## config.mk

```make
export PLATFORM = sky130hd
export DESIGN_NAME = fct_top
export DESIGN_NICKNAME = d
export VERILOG_FILES = /design/src/inc/fct_pkg.sv /design/src/design/fct_serializer.sv /design/src/design/fct_top.sv
export SDC_FILE = /design/constraint.sdc
export NUM_CORES = 1
export LEC_CHECK = 0
export BUFFER_PORTS_ARGS = -buffer_cell sky130_fd_sc_hd__buf_2
export CAP_MARGIN = 40
export CORE_UTILIZATION = 49
export CTS_CLUSTER_SIZE = 30
export DETAILED_ROUTE_END_ITERATION = 12
export GPL_TIMING_DRIVEN = 0
export PLACE_DENSITY = 0.72
export SYNTH_ARGS = -nofsm -noshare
export SYNTH_HDL_FRONTEND = slang
export SYNTH_SLANG_ARGS = --single-unit
```

## constraint.sdc

```tcl
create_clock -name clock -period 2.6 [get_ports clock]
set_clock_uncertainty 0.2 [all_clocks]
set_input_delay 0.52 -clock clock [delete_from_list [all_inputs] [get_ports clock]]
set_output_delay 0.52 -clock clock [all_outputs]
set_load 0.02 [all_outputs]
```

## src/inc/fct_pkg.sv

```systemverilog
`default_nettype none
package fct_pkg;
  localparam int          CLK_HZ       = 20_000_000;
  localparam int          BIT_HZ       = 5_000_000;
  localparam int          BIT_DIV      = CLK_HZ / BIT_HZ;
  localparam logic [1:0]  BIT_DIV_LAST = 2'(BIT_DIV - 1);

  localparam logic [7:0]  IDX_CTRL  = 8'hc0;
  localparam logic [7:0]  IDX_CODES = 8'hc2;
  localparam logic [7:0]  IDX_STATE = 8'hc4;
  localparam logic [7:0]  IDX_LATCH = 8'hc6;
  localparam logic [7:0]  IDX_IE    = 8'hc8;

  localparam int          CTRL_MODE_LSB  = 0;
  localparam int          CTRL_LOAD_BIT  = 2;
  localparam int          CODE_A_LSB     = 0;
  localparam int          CODE_B_LSB     = 8;
  localparam int          CODE_W         = 6;
  localparam int          STATE_IDLE_BIT = 0;
  localparam int          LATCH_IDLE_BIT = 0;
  localparam int          IE_IDLE_BIT    = 0;

  localparam logic [2:0]  RST_CTRL  = 3'h0;
  localparam logic [5:0]  RST_CODE  = 6'h00;
  localparam logic        RST_LATCH = 1'b1;
  localparam logic        RST_IE    = 1'b0;

  localparam logic [3:0]  REPEAT_COUNT = 4'ha;
  localparam logic [3:0]  WORD_LAST    = 4'hf;
  localparam logic [15:0] ALL_ONES     = 16'hffff;

  typedef enum logic [1:0] {
    MODE_IDLE   = 2'h0,
    MODE_SINGLE = 2'h1,
    MODE_DUAL   = 2'h2,
    MODE_CONT   = 2'h3
  } fct_mode_t;

  // lsb goes out first: 0, c1..c6, 0, eight ones
  function automatic logic [15:0] fct_codeword(input logic [5:0] code);
    return {8'hff, 1'b0, code, 1'b0};
  endfunction : fct_codeword

  function automatic logic [15:0] fct_merge(input logic [15:0] old,
                                            input logic [15:0] data,
                                            input logic [1:0]  be);
    return {be[1] ? data[15:8] : old[15:8], be[0] ? data[7:0] : old[7:0]};
  endfunction : fct_merge
endpackage : fct_pkg
`default_nettype wire

```

## src/design/fct_serializer.sv

```systemverilog
`default_nettype none
module fct_serializer
  import fct_pkg::*;
(
  input  wire logic        clock,
  input  wire logic        rst_n,
  input  wire logic        bit_en,
  input  wire logic        load,
  input  wire logic [15:0] word,
  output logic             tx_bit,
  output logic             word_done
);

  typedef struct packed {
    logic [15:0] shift;
    logic [3:0]  cnt;
    logic        active;
    logic        bit_out;
    logic        done;
  } fct_ser_t;

  fct_ser_t s_ff;
  fct_ser_t nxt_s;

  always_comb begin
    nxt_s      = s_ff;
    nxt_s.done = 1'b0;
    if (bit_en) begin
      nxt_s.bit_out = s_ff.shift[0];
      nxt_s.shift   = {1'b1, s_ff.shift[15:1]};
      if (s_ff.active) begin
        nxt_s.cnt = s_ff.cnt + 4'h1;
        if (s_ff.cnt == WORD_LAST) begin
          nxt_s.active = 1'b0;
          nxt_s.done   = 1'b1;
        end
      end
    end
    // a load restarts the word at once, dropping any word in flight
    if (load) begin
      nxt_s.shift  = word;
      nxt_s.cnt    = 4'h0;
      nxt_s.active = 1'b1;
      nxt_s.done   = 1'b0;
    end
  end

  always_ff @(posedge clock or negedge rst_n) begin
    if (!rst_n) begin
      s_ff <= '{shift: ALL_ONES, cnt: 4'h0, active: 1'b0, bit_out: 1'b1, done: 1'b0};
    end else begin
      s_ff <= nxt_s;
    end
  end

  assign tx_bit    = s_ff.bit_out;
  assign word_done = s_ff.done;

endmodule : fct_serializer
`default_nettype wire

```

## src/design/fct_top.sv

```systemverilog
// Chosen here: the Avalon-MM register port.
`default_nettype none
module fct_top
  import fct_pkg::*;
#(
  parameter logic [3:0] PORT_PREFIX = 4'h0
)
(
  input  wire logic        clock,
  input  wire logic        reset_n,
  input  wire logic [13:0] avs_address,
  input  wire logic        avs_read,
  input  wire logic        avs_write,
  input  wire logic [31:0] avs_writedata,
  input  wire logic [3:0]  avs_byteenable,
  output logic [31:0]      avs_readdata,
  output logic             avs_waitrequest,
  input  wire logic        global_port_status_irq_enable,
  output logic             irq,
  output logic             tx_bit,
  output logic             tx_bit_strobe,
  output logic             tx_idle_live
);

  typedef enum logic [1:0] {
    ST_IDLE,
    ST_SEND_A,
    ST_SEND_B,
    ST_CONT
  } fct_state_t;

  typedef struct packed {
    logic [1:0]  div;
    logic        bit_en;
    logic        strobe;
    logic        ack;
    logic [31:0] rdata;
    logic [1:0]  mode_sel;
    logic        load_trig;
    logic        load_prev;
    logic [5:0]  code_a_reg;
    logic [5:0]  code_b_reg;
    logic        ie;
    logic        latch;
    logic        idle_prev;
    fct_mode_t   act_mode;
    logic [5:0]  act_a;
    logic [5:0]  act_b;
    fct_state_t  state;
    logic [3:0]  reps;
    logic        ser_load;
    logic [15:0] ser_word;
    logic        to_idle;
  } fct_regs_t;

  fct_regs_t r_ff;
  fct_regs_t nxt_r;

  logic [1:0]  rst_sync_ff;
  logic        rst_n;
  logic        ser_done;
  logic        req;
  logic        hit;
  logic [7:0]  idx;
  logic        wr_go;
  logic        rd_go;
  logic        idle_now;
  logic        load_go;
  logic [15:0] ctrl_rd;
  logic [15:0] codes_rd;
  logic [15:0] wr_lo;

  // reset release through two stages
  always_ff @(posedge clock or negedge reset_n) begin
    if (!reset_n) begin
      rst_sync_ff <= 2'b00;
    end else begin
      rst_sync_ff <= {rst_sync_ff[0], 1'b1};
    end
  end

  assign rst_n = rst_sync_ff[1];

  // register decode: index {prefix, offset}, byte address four times it
  assign req      = avs_read | avs_write;
  assign idx      = avs_address[9:2];
  assign hit      = (avs_address[13:10] == PORT_PREFIX) && (avs_address[1:0] == 2'b00);
  assign wr_go    = avs_write & r_ff.ack;
  assign rd_go    = avs_read & ~r_ff.ack;
  assign wr_lo    = avs_writedata[15:0];
  assign idle_now = (r_ff.state == ST_IDLE);
  assign load_go  = r_ff.load_trig & ~r_ff.load_prev;

  assign ctrl_rd  = {13'h0000, r_ff.load_trig, r_ff.mode_sel};
  assign codes_rd = {2'b00, r_ff.code_b_reg, 2'b00, r_ff.code_a_reg};

  always_comb begin
    logic [15:0] mval;
    logic [15:0] rd16;
    mval  = 16'h0000;
    rd16  = 16'h0000;
    nxt_r = r_ff;

    // bit rate enable
    nxt_r.bit_en = 1'b0;
    if (r_ff.div == BIT_DIV_LAST) begin
      nxt_r.div    = 2'h0;
      nxt_r.bit_en = 1'b1;
    end else begin
      nxt_r.div = r_ff.div + 2'h1;
    end
    nxt_r.strobe = r_ff.bit_en;

    // one wait cycle, then the answer
    nxt_r.ack = req & ~r_ff.ack;

    if (rd_go) begin
      if (hit) begin
        unique case (idx)
          IDX_CTRL:  rd16 = ctrl_rd;
          IDX_CODES: rd16 = codes_rd;
          IDX_STATE: rd16 = {15'h0000, idle_now};
          IDX_LATCH: rd16 = {15'h0000, r_ff.latch};
          IDX_IE:    rd16 = {15'h0000, r_ff.ie};
          default:   rd16 = 16'h0000;
        endcase
      end
      nxt_r.rdata = {16'h0000, rd16};
    end

    if (wr_go && hit) begin
      unique case (idx)
        IDX_CTRL: begin
          mval            = fct_merge(ctrl_rd, wr_lo, avs_byteenable[1:0]);
          nxt_r.mode_sel  = mval[CTRL_MODE_LSB +: 2];
          nxt_r.load_trig = mval[CTRL_LOAD_BIT];
        end
        IDX_CODES: begin
          mval             = fct_merge(codes_rd, wr_lo, avs_byteenable[1:0]);
          nxt_r.code_a_reg = mval[CODE_A_LSB +: CODE_W];
          nxt_r.code_b_reg = mval[CODE_B_LSB +: CODE_W];
        end
        IDX_LATCH: begin
          if (avs_byteenable[0] && wr_lo[LATCH_IDLE_BIT]) begin
            nxt_r.latch = 1'b0;
          end
        end
        IDX_IE: begin
          if (avs_byteenable[0]) begin
            nxt_r.ie = wr_lo[IE_IDLE_BIT];
          end
        end
        default: begin
        end
      endcase
    end

    // edge detect is taken on the stored trigger bit
    nxt_r.load_prev = r_ff.load_trig;

    // sequencer
    nxt_r.ser_load = 1'b0;
    if (load_go) begin
      nxt_r.act_mode = fct_mode_t'(r_ff.mode_sel);
      nxt_r.act_a    = r_ff.code_a_reg;
      nxt_r.act_b    = r_ff.code_b_reg;
      nxt_r.ser_load = 1'b1;
      nxt_r.reps     = 4'h1;
      nxt_r.to_idle  = 1'b0;
      unique case (fct_mode_t'(r_ff.mode_sel))
        MODE_IDLE: begin
          // stay busy until a one stands on the pin; ones replace the aborted word at once
          nxt_r.to_idle  = ~idle_now;
          nxt_r.ser_word = ALL_ONES;
        end
        MODE_SINGLE, MODE_DUAL: begin
          nxt_r.state    = ST_SEND_A;
          nxt_r.ser_word = fct_codeword(r_ff.code_a_reg);
        end
        MODE_CONT: begin
          nxt_r.state    = ST_CONT;
          nxt_r.ser_word = fct_codeword(r_ff.code_a_reg);
        end
      endcase
    end else if (ser_done && !r_ff.ser_load && !r_ff.to_idle) begin
      // a done from a word that is being replaced is stale
      unique case (r_ff.state)
        ST_IDLE: begin
        end
        ST_SEND_A: begin
          if (r_ff.reps != REPEAT_COUNT) begin
            nxt_r.reps     = r_ff.reps + 4'h1;
            nxt_r.ser_load = 1'b1;
            nxt_r.ser_word = fct_codeword(r_ff.act_a);
          end else if (r_ff.act_mode == MODE_DUAL) begin
            nxt_r.state    = ST_SEND_B;
            nxt_r.reps     = 4'h1;
            nxt_r.ser_load = 1'b1;
            nxt_r.ser_word = fct_codeword(r_ff.act_b);
          end else begin
            nxt_r.state = ST_IDLE;
          end
        end
        ST_SEND_B: begin
          if (r_ff.reps != REPEAT_COUNT) begin
            nxt_r.reps     = r_ff.reps + 4'h1;
            nxt_r.ser_load = 1'b1;
            nxt_r.ser_word = fct_codeword(r_ff.act_b);
          end else begin
            nxt_r.state = ST_IDLE;
          end
        end
        ST_CONT: begin
          nxt_r.ser_load = 1'b1;
          nxt_r.ser_word = fct_codeword(r_ff.act_a);
        end
      endcase
    end

    // idle only once the replacement ones stand on the pin
    if (r_ff.to_idle && !load_go && !r_ff.ser_load && tx_bit) begin
      nxt_r.state   = ST_IDLE;
      nxt_r.to_idle = 1'b0;
    end

    // idle event: a rise wins over a software clear
    nxt_r.idle_prev = idle_now;
    if (idle_now && !r_ff.idle_prev) begin
      nxt_r.latch = 1'b1;
    end
  end

  always_ff @(posedge clock or negedge rst_n) begin
    if (!rst_n) begin
      r_ff <= '{
        div:        2'h0,
        bit_en:     1'b0,
        strobe:     1'b0,
        ack:        1'b0,
        rdata:      32'h0000_0000,
        mode_sel:   RST_CTRL[1:0],
        load_trig:  RST_CTRL[2],
        load_prev:  RST_CTRL[2],
        code_a_reg: RST_CODE,
        code_b_reg: RST_CODE,
        ie:         RST_IE,
        latch:      RST_LATCH,
        idle_prev:  1'b1,
        act_mode:   MODE_IDLE,
        act_a:      RST_CODE,
        act_b:      RST_CODE,
        state:      ST_IDLE,
        reps:       4'h0,
        ser_load:   1'b0,
        ser_word:   ALL_ONES,
        to_idle:    1'b0
      };
    end else begin
      r_ff <= nxt_r;
    end
  end

  fct_serializer u_ser (
    .clock     (clock),
    .rst_n     (rst_n),
    .bit_en    (r_ff.bit_en),
    .load      (r_ff.ser_load),
    .word      (r_ff.ser_word),
    .tx_bit    (tx_bit),
    .word_done (ser_done)
  );

  assign avs_waitrequest = req & ~r_ff.ack;
  assign avs_readdata    = r_ff.rdata;
  assign irq             = r_ff.latch & r_ff.ie & global_port_status_irq_enable;
  assign tx_bit_strobe   = r_ff.strobe;
  assign tx_idle_live    = idle_now;

endmodule : fct_top
`default_nettype wire

```

==> impl_metrics.env <==
export IMPL_drv_slew=0
export IMPL_grt_usage_pct=19.5
export IMPL_antenna_found_initial=0
export IMPL_end_kind="flop"
export IMPL_grt_max_degree=54
export IMPL_core_area_sq_um=8720
export IMPL_final_hold_viol_count=0
export IMPL_r2r_cells=5
export IMPL_dr_pass1_iters=5
export IMPL_synth_common_cells="64 x dfrtp_1, 60 x nand2_1, 41 x nor2_1"
export IMPL_slew_headroom_pct=53.6
export IMPL_cp_arrival_ns=2.30
export IMPL_whs_path_depth=0
export IMPL_grt_pass1_wl_microns=14800
export IMPL_p_leak_nw=2.53
export IMPL_synth_ff_type="dfrtp_1"
export IMPL_hp_class="flop to flop"
export IMPL_cap_violations=0
export IMPL_start_util_pct=50.7
export IMPL_worst_slew_pin_slew_ns=0.696
export IMPL_die_area_sq_um=9410
export IMPL_final_setup_tns_ns=0
export IMPL_cts_resized=0
export IMPL_ctsHoldBuffers=1
export IMPL_cts_tree="built"
export IMPL_port_buffers=49
export IMPL_postCtsSetupRepairBufs=0
export IMPL_num_vias=3152
export IMPL_gp_congestion=0.828
export IMPL_required_ns=2.61
export IMPL_fin_crit_ns=2.29
export IMPL_r2r_start="ctrl_rd[2]"
export IMPL_ir_worst_vdd_mv=0.544
export IMPL_synth_cell_types=52
export IMPL_holdPathEnd="rst_sync_ff[1]"
export IMPL_drive_above_1_share_pct=29.9
export IMPL_async_flop_share_pct=100
export IMPL_p_total_w=0.00284
export IMPL_die_height_microns=97.0
export IMPL_setup_viol=0
export IMPL_rsz0062_at_grt="false"
export IMPL_antenna_diode_count=0
export IMPL_rows=34
export IMPL_start_kind="flop"
export IMPL_ys_seq_area_share_pct=52.3
export IMPL_nNetsFinal=562
export IMPL_postSynthCellCount=415
export IMPL_avgSynthCellArea_sq_um=10.7
export IMPL_pwr_density_cell_nw_per_um2=548
export IMPL_grt_ovfl_total=0
export IMPL_fmax_mhz=438
export IMPL_grt_pass1_vias=3149
export IMPL_die_w_microns=97.0
export IMPL_r2r_setup_slack_ns=0.31
export IMPL_clk_pin_slew_ns=0.09
export IMPL_yosysMostFrequentCell="dfrtp_1"
export IMPL_area_growth_pct=17.1
export IMPL_htree_levels=3
export IMPL_clock_path_buffers=2
export IMPL_numCtsBuffers=9
export IMPL_final_period_utilization_pct=87.9
export IMPL_cts_root_buffer="clkbuf_8"
export IMPL_synth_warnings=0
export IMPL_drtAntennaViolNets=0
export IMPL_outcome="finished clean"
export IMPL_synth_edf_count=0
export IMPL_ioPinCount=92
export IMPL_syn_area_sq_um=4420
export IMPL_cpMaxStageDelayCell="clkbuf_1"
export IMPL_wl_microns=8350
export IMPL_ys_ff_latch=91
export IMPL_drt_vias_per_instance=5.18
export IMPL_fin_util_pct=59.4
export IMPL_hold_start="rst_sync_ff[0]"
export IMPL_path_common_cell="clkbuf_1"
export IMPL_yosys_area_top_type="dfrtp_1"
export IMPL_max_stage_delay_ns=0.44
export IMPL_post_dp_hpwl_microns=6010
export IMPL_path_cells="nand2b_1 -> clkbuf_1 -> clkbuf_1 -> clkbuf_1 -> o211ai_1"
export IMPL_drt_initial_drc_count=184
export IMPL_drc=0
export IMPL_crit_type="flop to flop"
export IMPL_cts_sinks=91
export IMPL_crit_fanout=10
export IMPL_synthTopCellsByArea="dfrtp_1 36%, dfstp_2 16%, buf_4 5.4%, nand2_1 5.1%, mux2_4 4.1%"
export IMPL_r2r_end="r_ff[18]"
export IMPL_insertion_delay_ns=0.36
export IMPL_synth_top_area_share_pct=36.2
export IMPL_nFillCells=753
export IMPL_wl_per_cell_microns=13.7
-- cells in the final DEF (no fill, tap or decap), types with 4 or more instances in the layout --
cell type,Yosys,final
mux2i_1,6,6
inv_1,8,8
a221oi_1,6,6
a22o_1,11,11
clkbuf_8,0,9
nand2b_1,5,5
nor3_1,7,7
buf_2,1,50
dfstp_2,27,27
nand2_1,60,60
conb_1,2,21
mux2_4,12,12
buf_4,32,32
a21oi_1,10,10
bufinv_16,0,4
ha_1,11,11
o21ai_0,12,12
nor2_1,41,41
nand3_1,9,9
o21ai_1,10,10
nor2b_1,13,13
clkbuf_1,10,10
dfrtp_1,64,63
a211oi_1,9,9
-- worst max-delay path: cells and delay by family, from the launching register on --
kind / cells / cell delay [ns]
DFF: 1 / 0.43
buffers and inverters: 3 / 1.22
and+or+nand+nor: 1 / 0.15
AOI/OAI and AO/OA: 1 / 0.15
-- sequential cells by signal, indices dropped and copies added (netlist names) --
| signal | flops |
|---|---|
| tx_bit_strobe | 1 |
| u_ser.tx_bit | 1 |
| ctrl_rd | 3 |
| u_ser.word_done | 1 |
| r_ff | 37 |
| codes_rd | 12 |
| rst_sync_ff | 2 |
| avs_readdata | 12 |
| nxt_r | 1 |
| u_ser.s_ff | 21 |
-- kinds of logic (layout without fill, tap and decap cells) --
family | after synthesis | after routing | share of synthesized area (%)
AND/OR/NAND/NOR | 158 | 158 | 18.5
buffers and inverters | 55 | 122 | 7.58
AO/OA/AOI/OAI | 72 | 72 | 10.9
flip-flops | 91 | 91 | 52.3
XOR/XNOR | 4 | 4 | 0.792
multiplexers | 22 | 22 | 6.71
other | 2 | 21 | 0.170
adder cells (fa/ha/maj) | 11 | 11 | 3.11
-- layer usage --
layer,track usage [%],share of wire [%]
met5,0,0
met4,6.54,1.4
met3,3.83,4.7
met2,31.7,47
met1,26.1,47
-- per-stage QoR --
stage          instances  hold slack, ns  setup slack, ns  cell area, sq um
3_5_place_dp         592           0.106            0.108              4900
6_report             609           0.161            0.315              5180
2_1_floorplan        434          0.0244            0.417              4490
4_1_cts              609           0.154            0.309              5180
5_1_grt              609           0.167            0.131              5180
3_3_place_gp         591           0.105           0.0939              4870
-- final cells by class --
type | instances | area [sq um] | share of cell area (%)
plain buffers | 47 | 305 | 5.90
clock buffers | 9 | 124 | 2.39
clock inverters | 7 | 146 | 2.83
inverters | 8 | 30.0 | 0.580
multi-input cells | 288 | 1850 | 35.7
flip-flops and latches | 91 | 2310 | 44.7
well taps | 108 | 135 | 2.61
repair buffers | 51 | 275 | 5.32
-- worst max path at each step --
stage                          from           end  slack (ns)  cells after the start
floorplan           avs_address[13]  codes_rd[10]        0.42                      4
global placement    avs_address[13]  codes_rd[12]        0.09                      5
detailed placement  avs_address[13]   codes_rd[5]        0.11                      5
CTS                      ctrl_rd[2]      r_ff[18]        0.31                      5
global route             ctrl_rd[2]      r_ff[18]        0.13                      5
finish                   ctrl_rd[2]      r_ff[18]        0.31                      5
-- report_power, final --
group | internal (W) | total [W] | switching (W) | leakage [nW]
clock | 0.000744 | 0.00125 | 0.000507 | 0.134
combinational | 0.0000604 | 0.000141 | 0.0000802 | 1.28
sequential | 0.00143 | 0.00145 | 0.0000214 | 1.12
No activity file was read; power rests on OpenSTA's default activity.
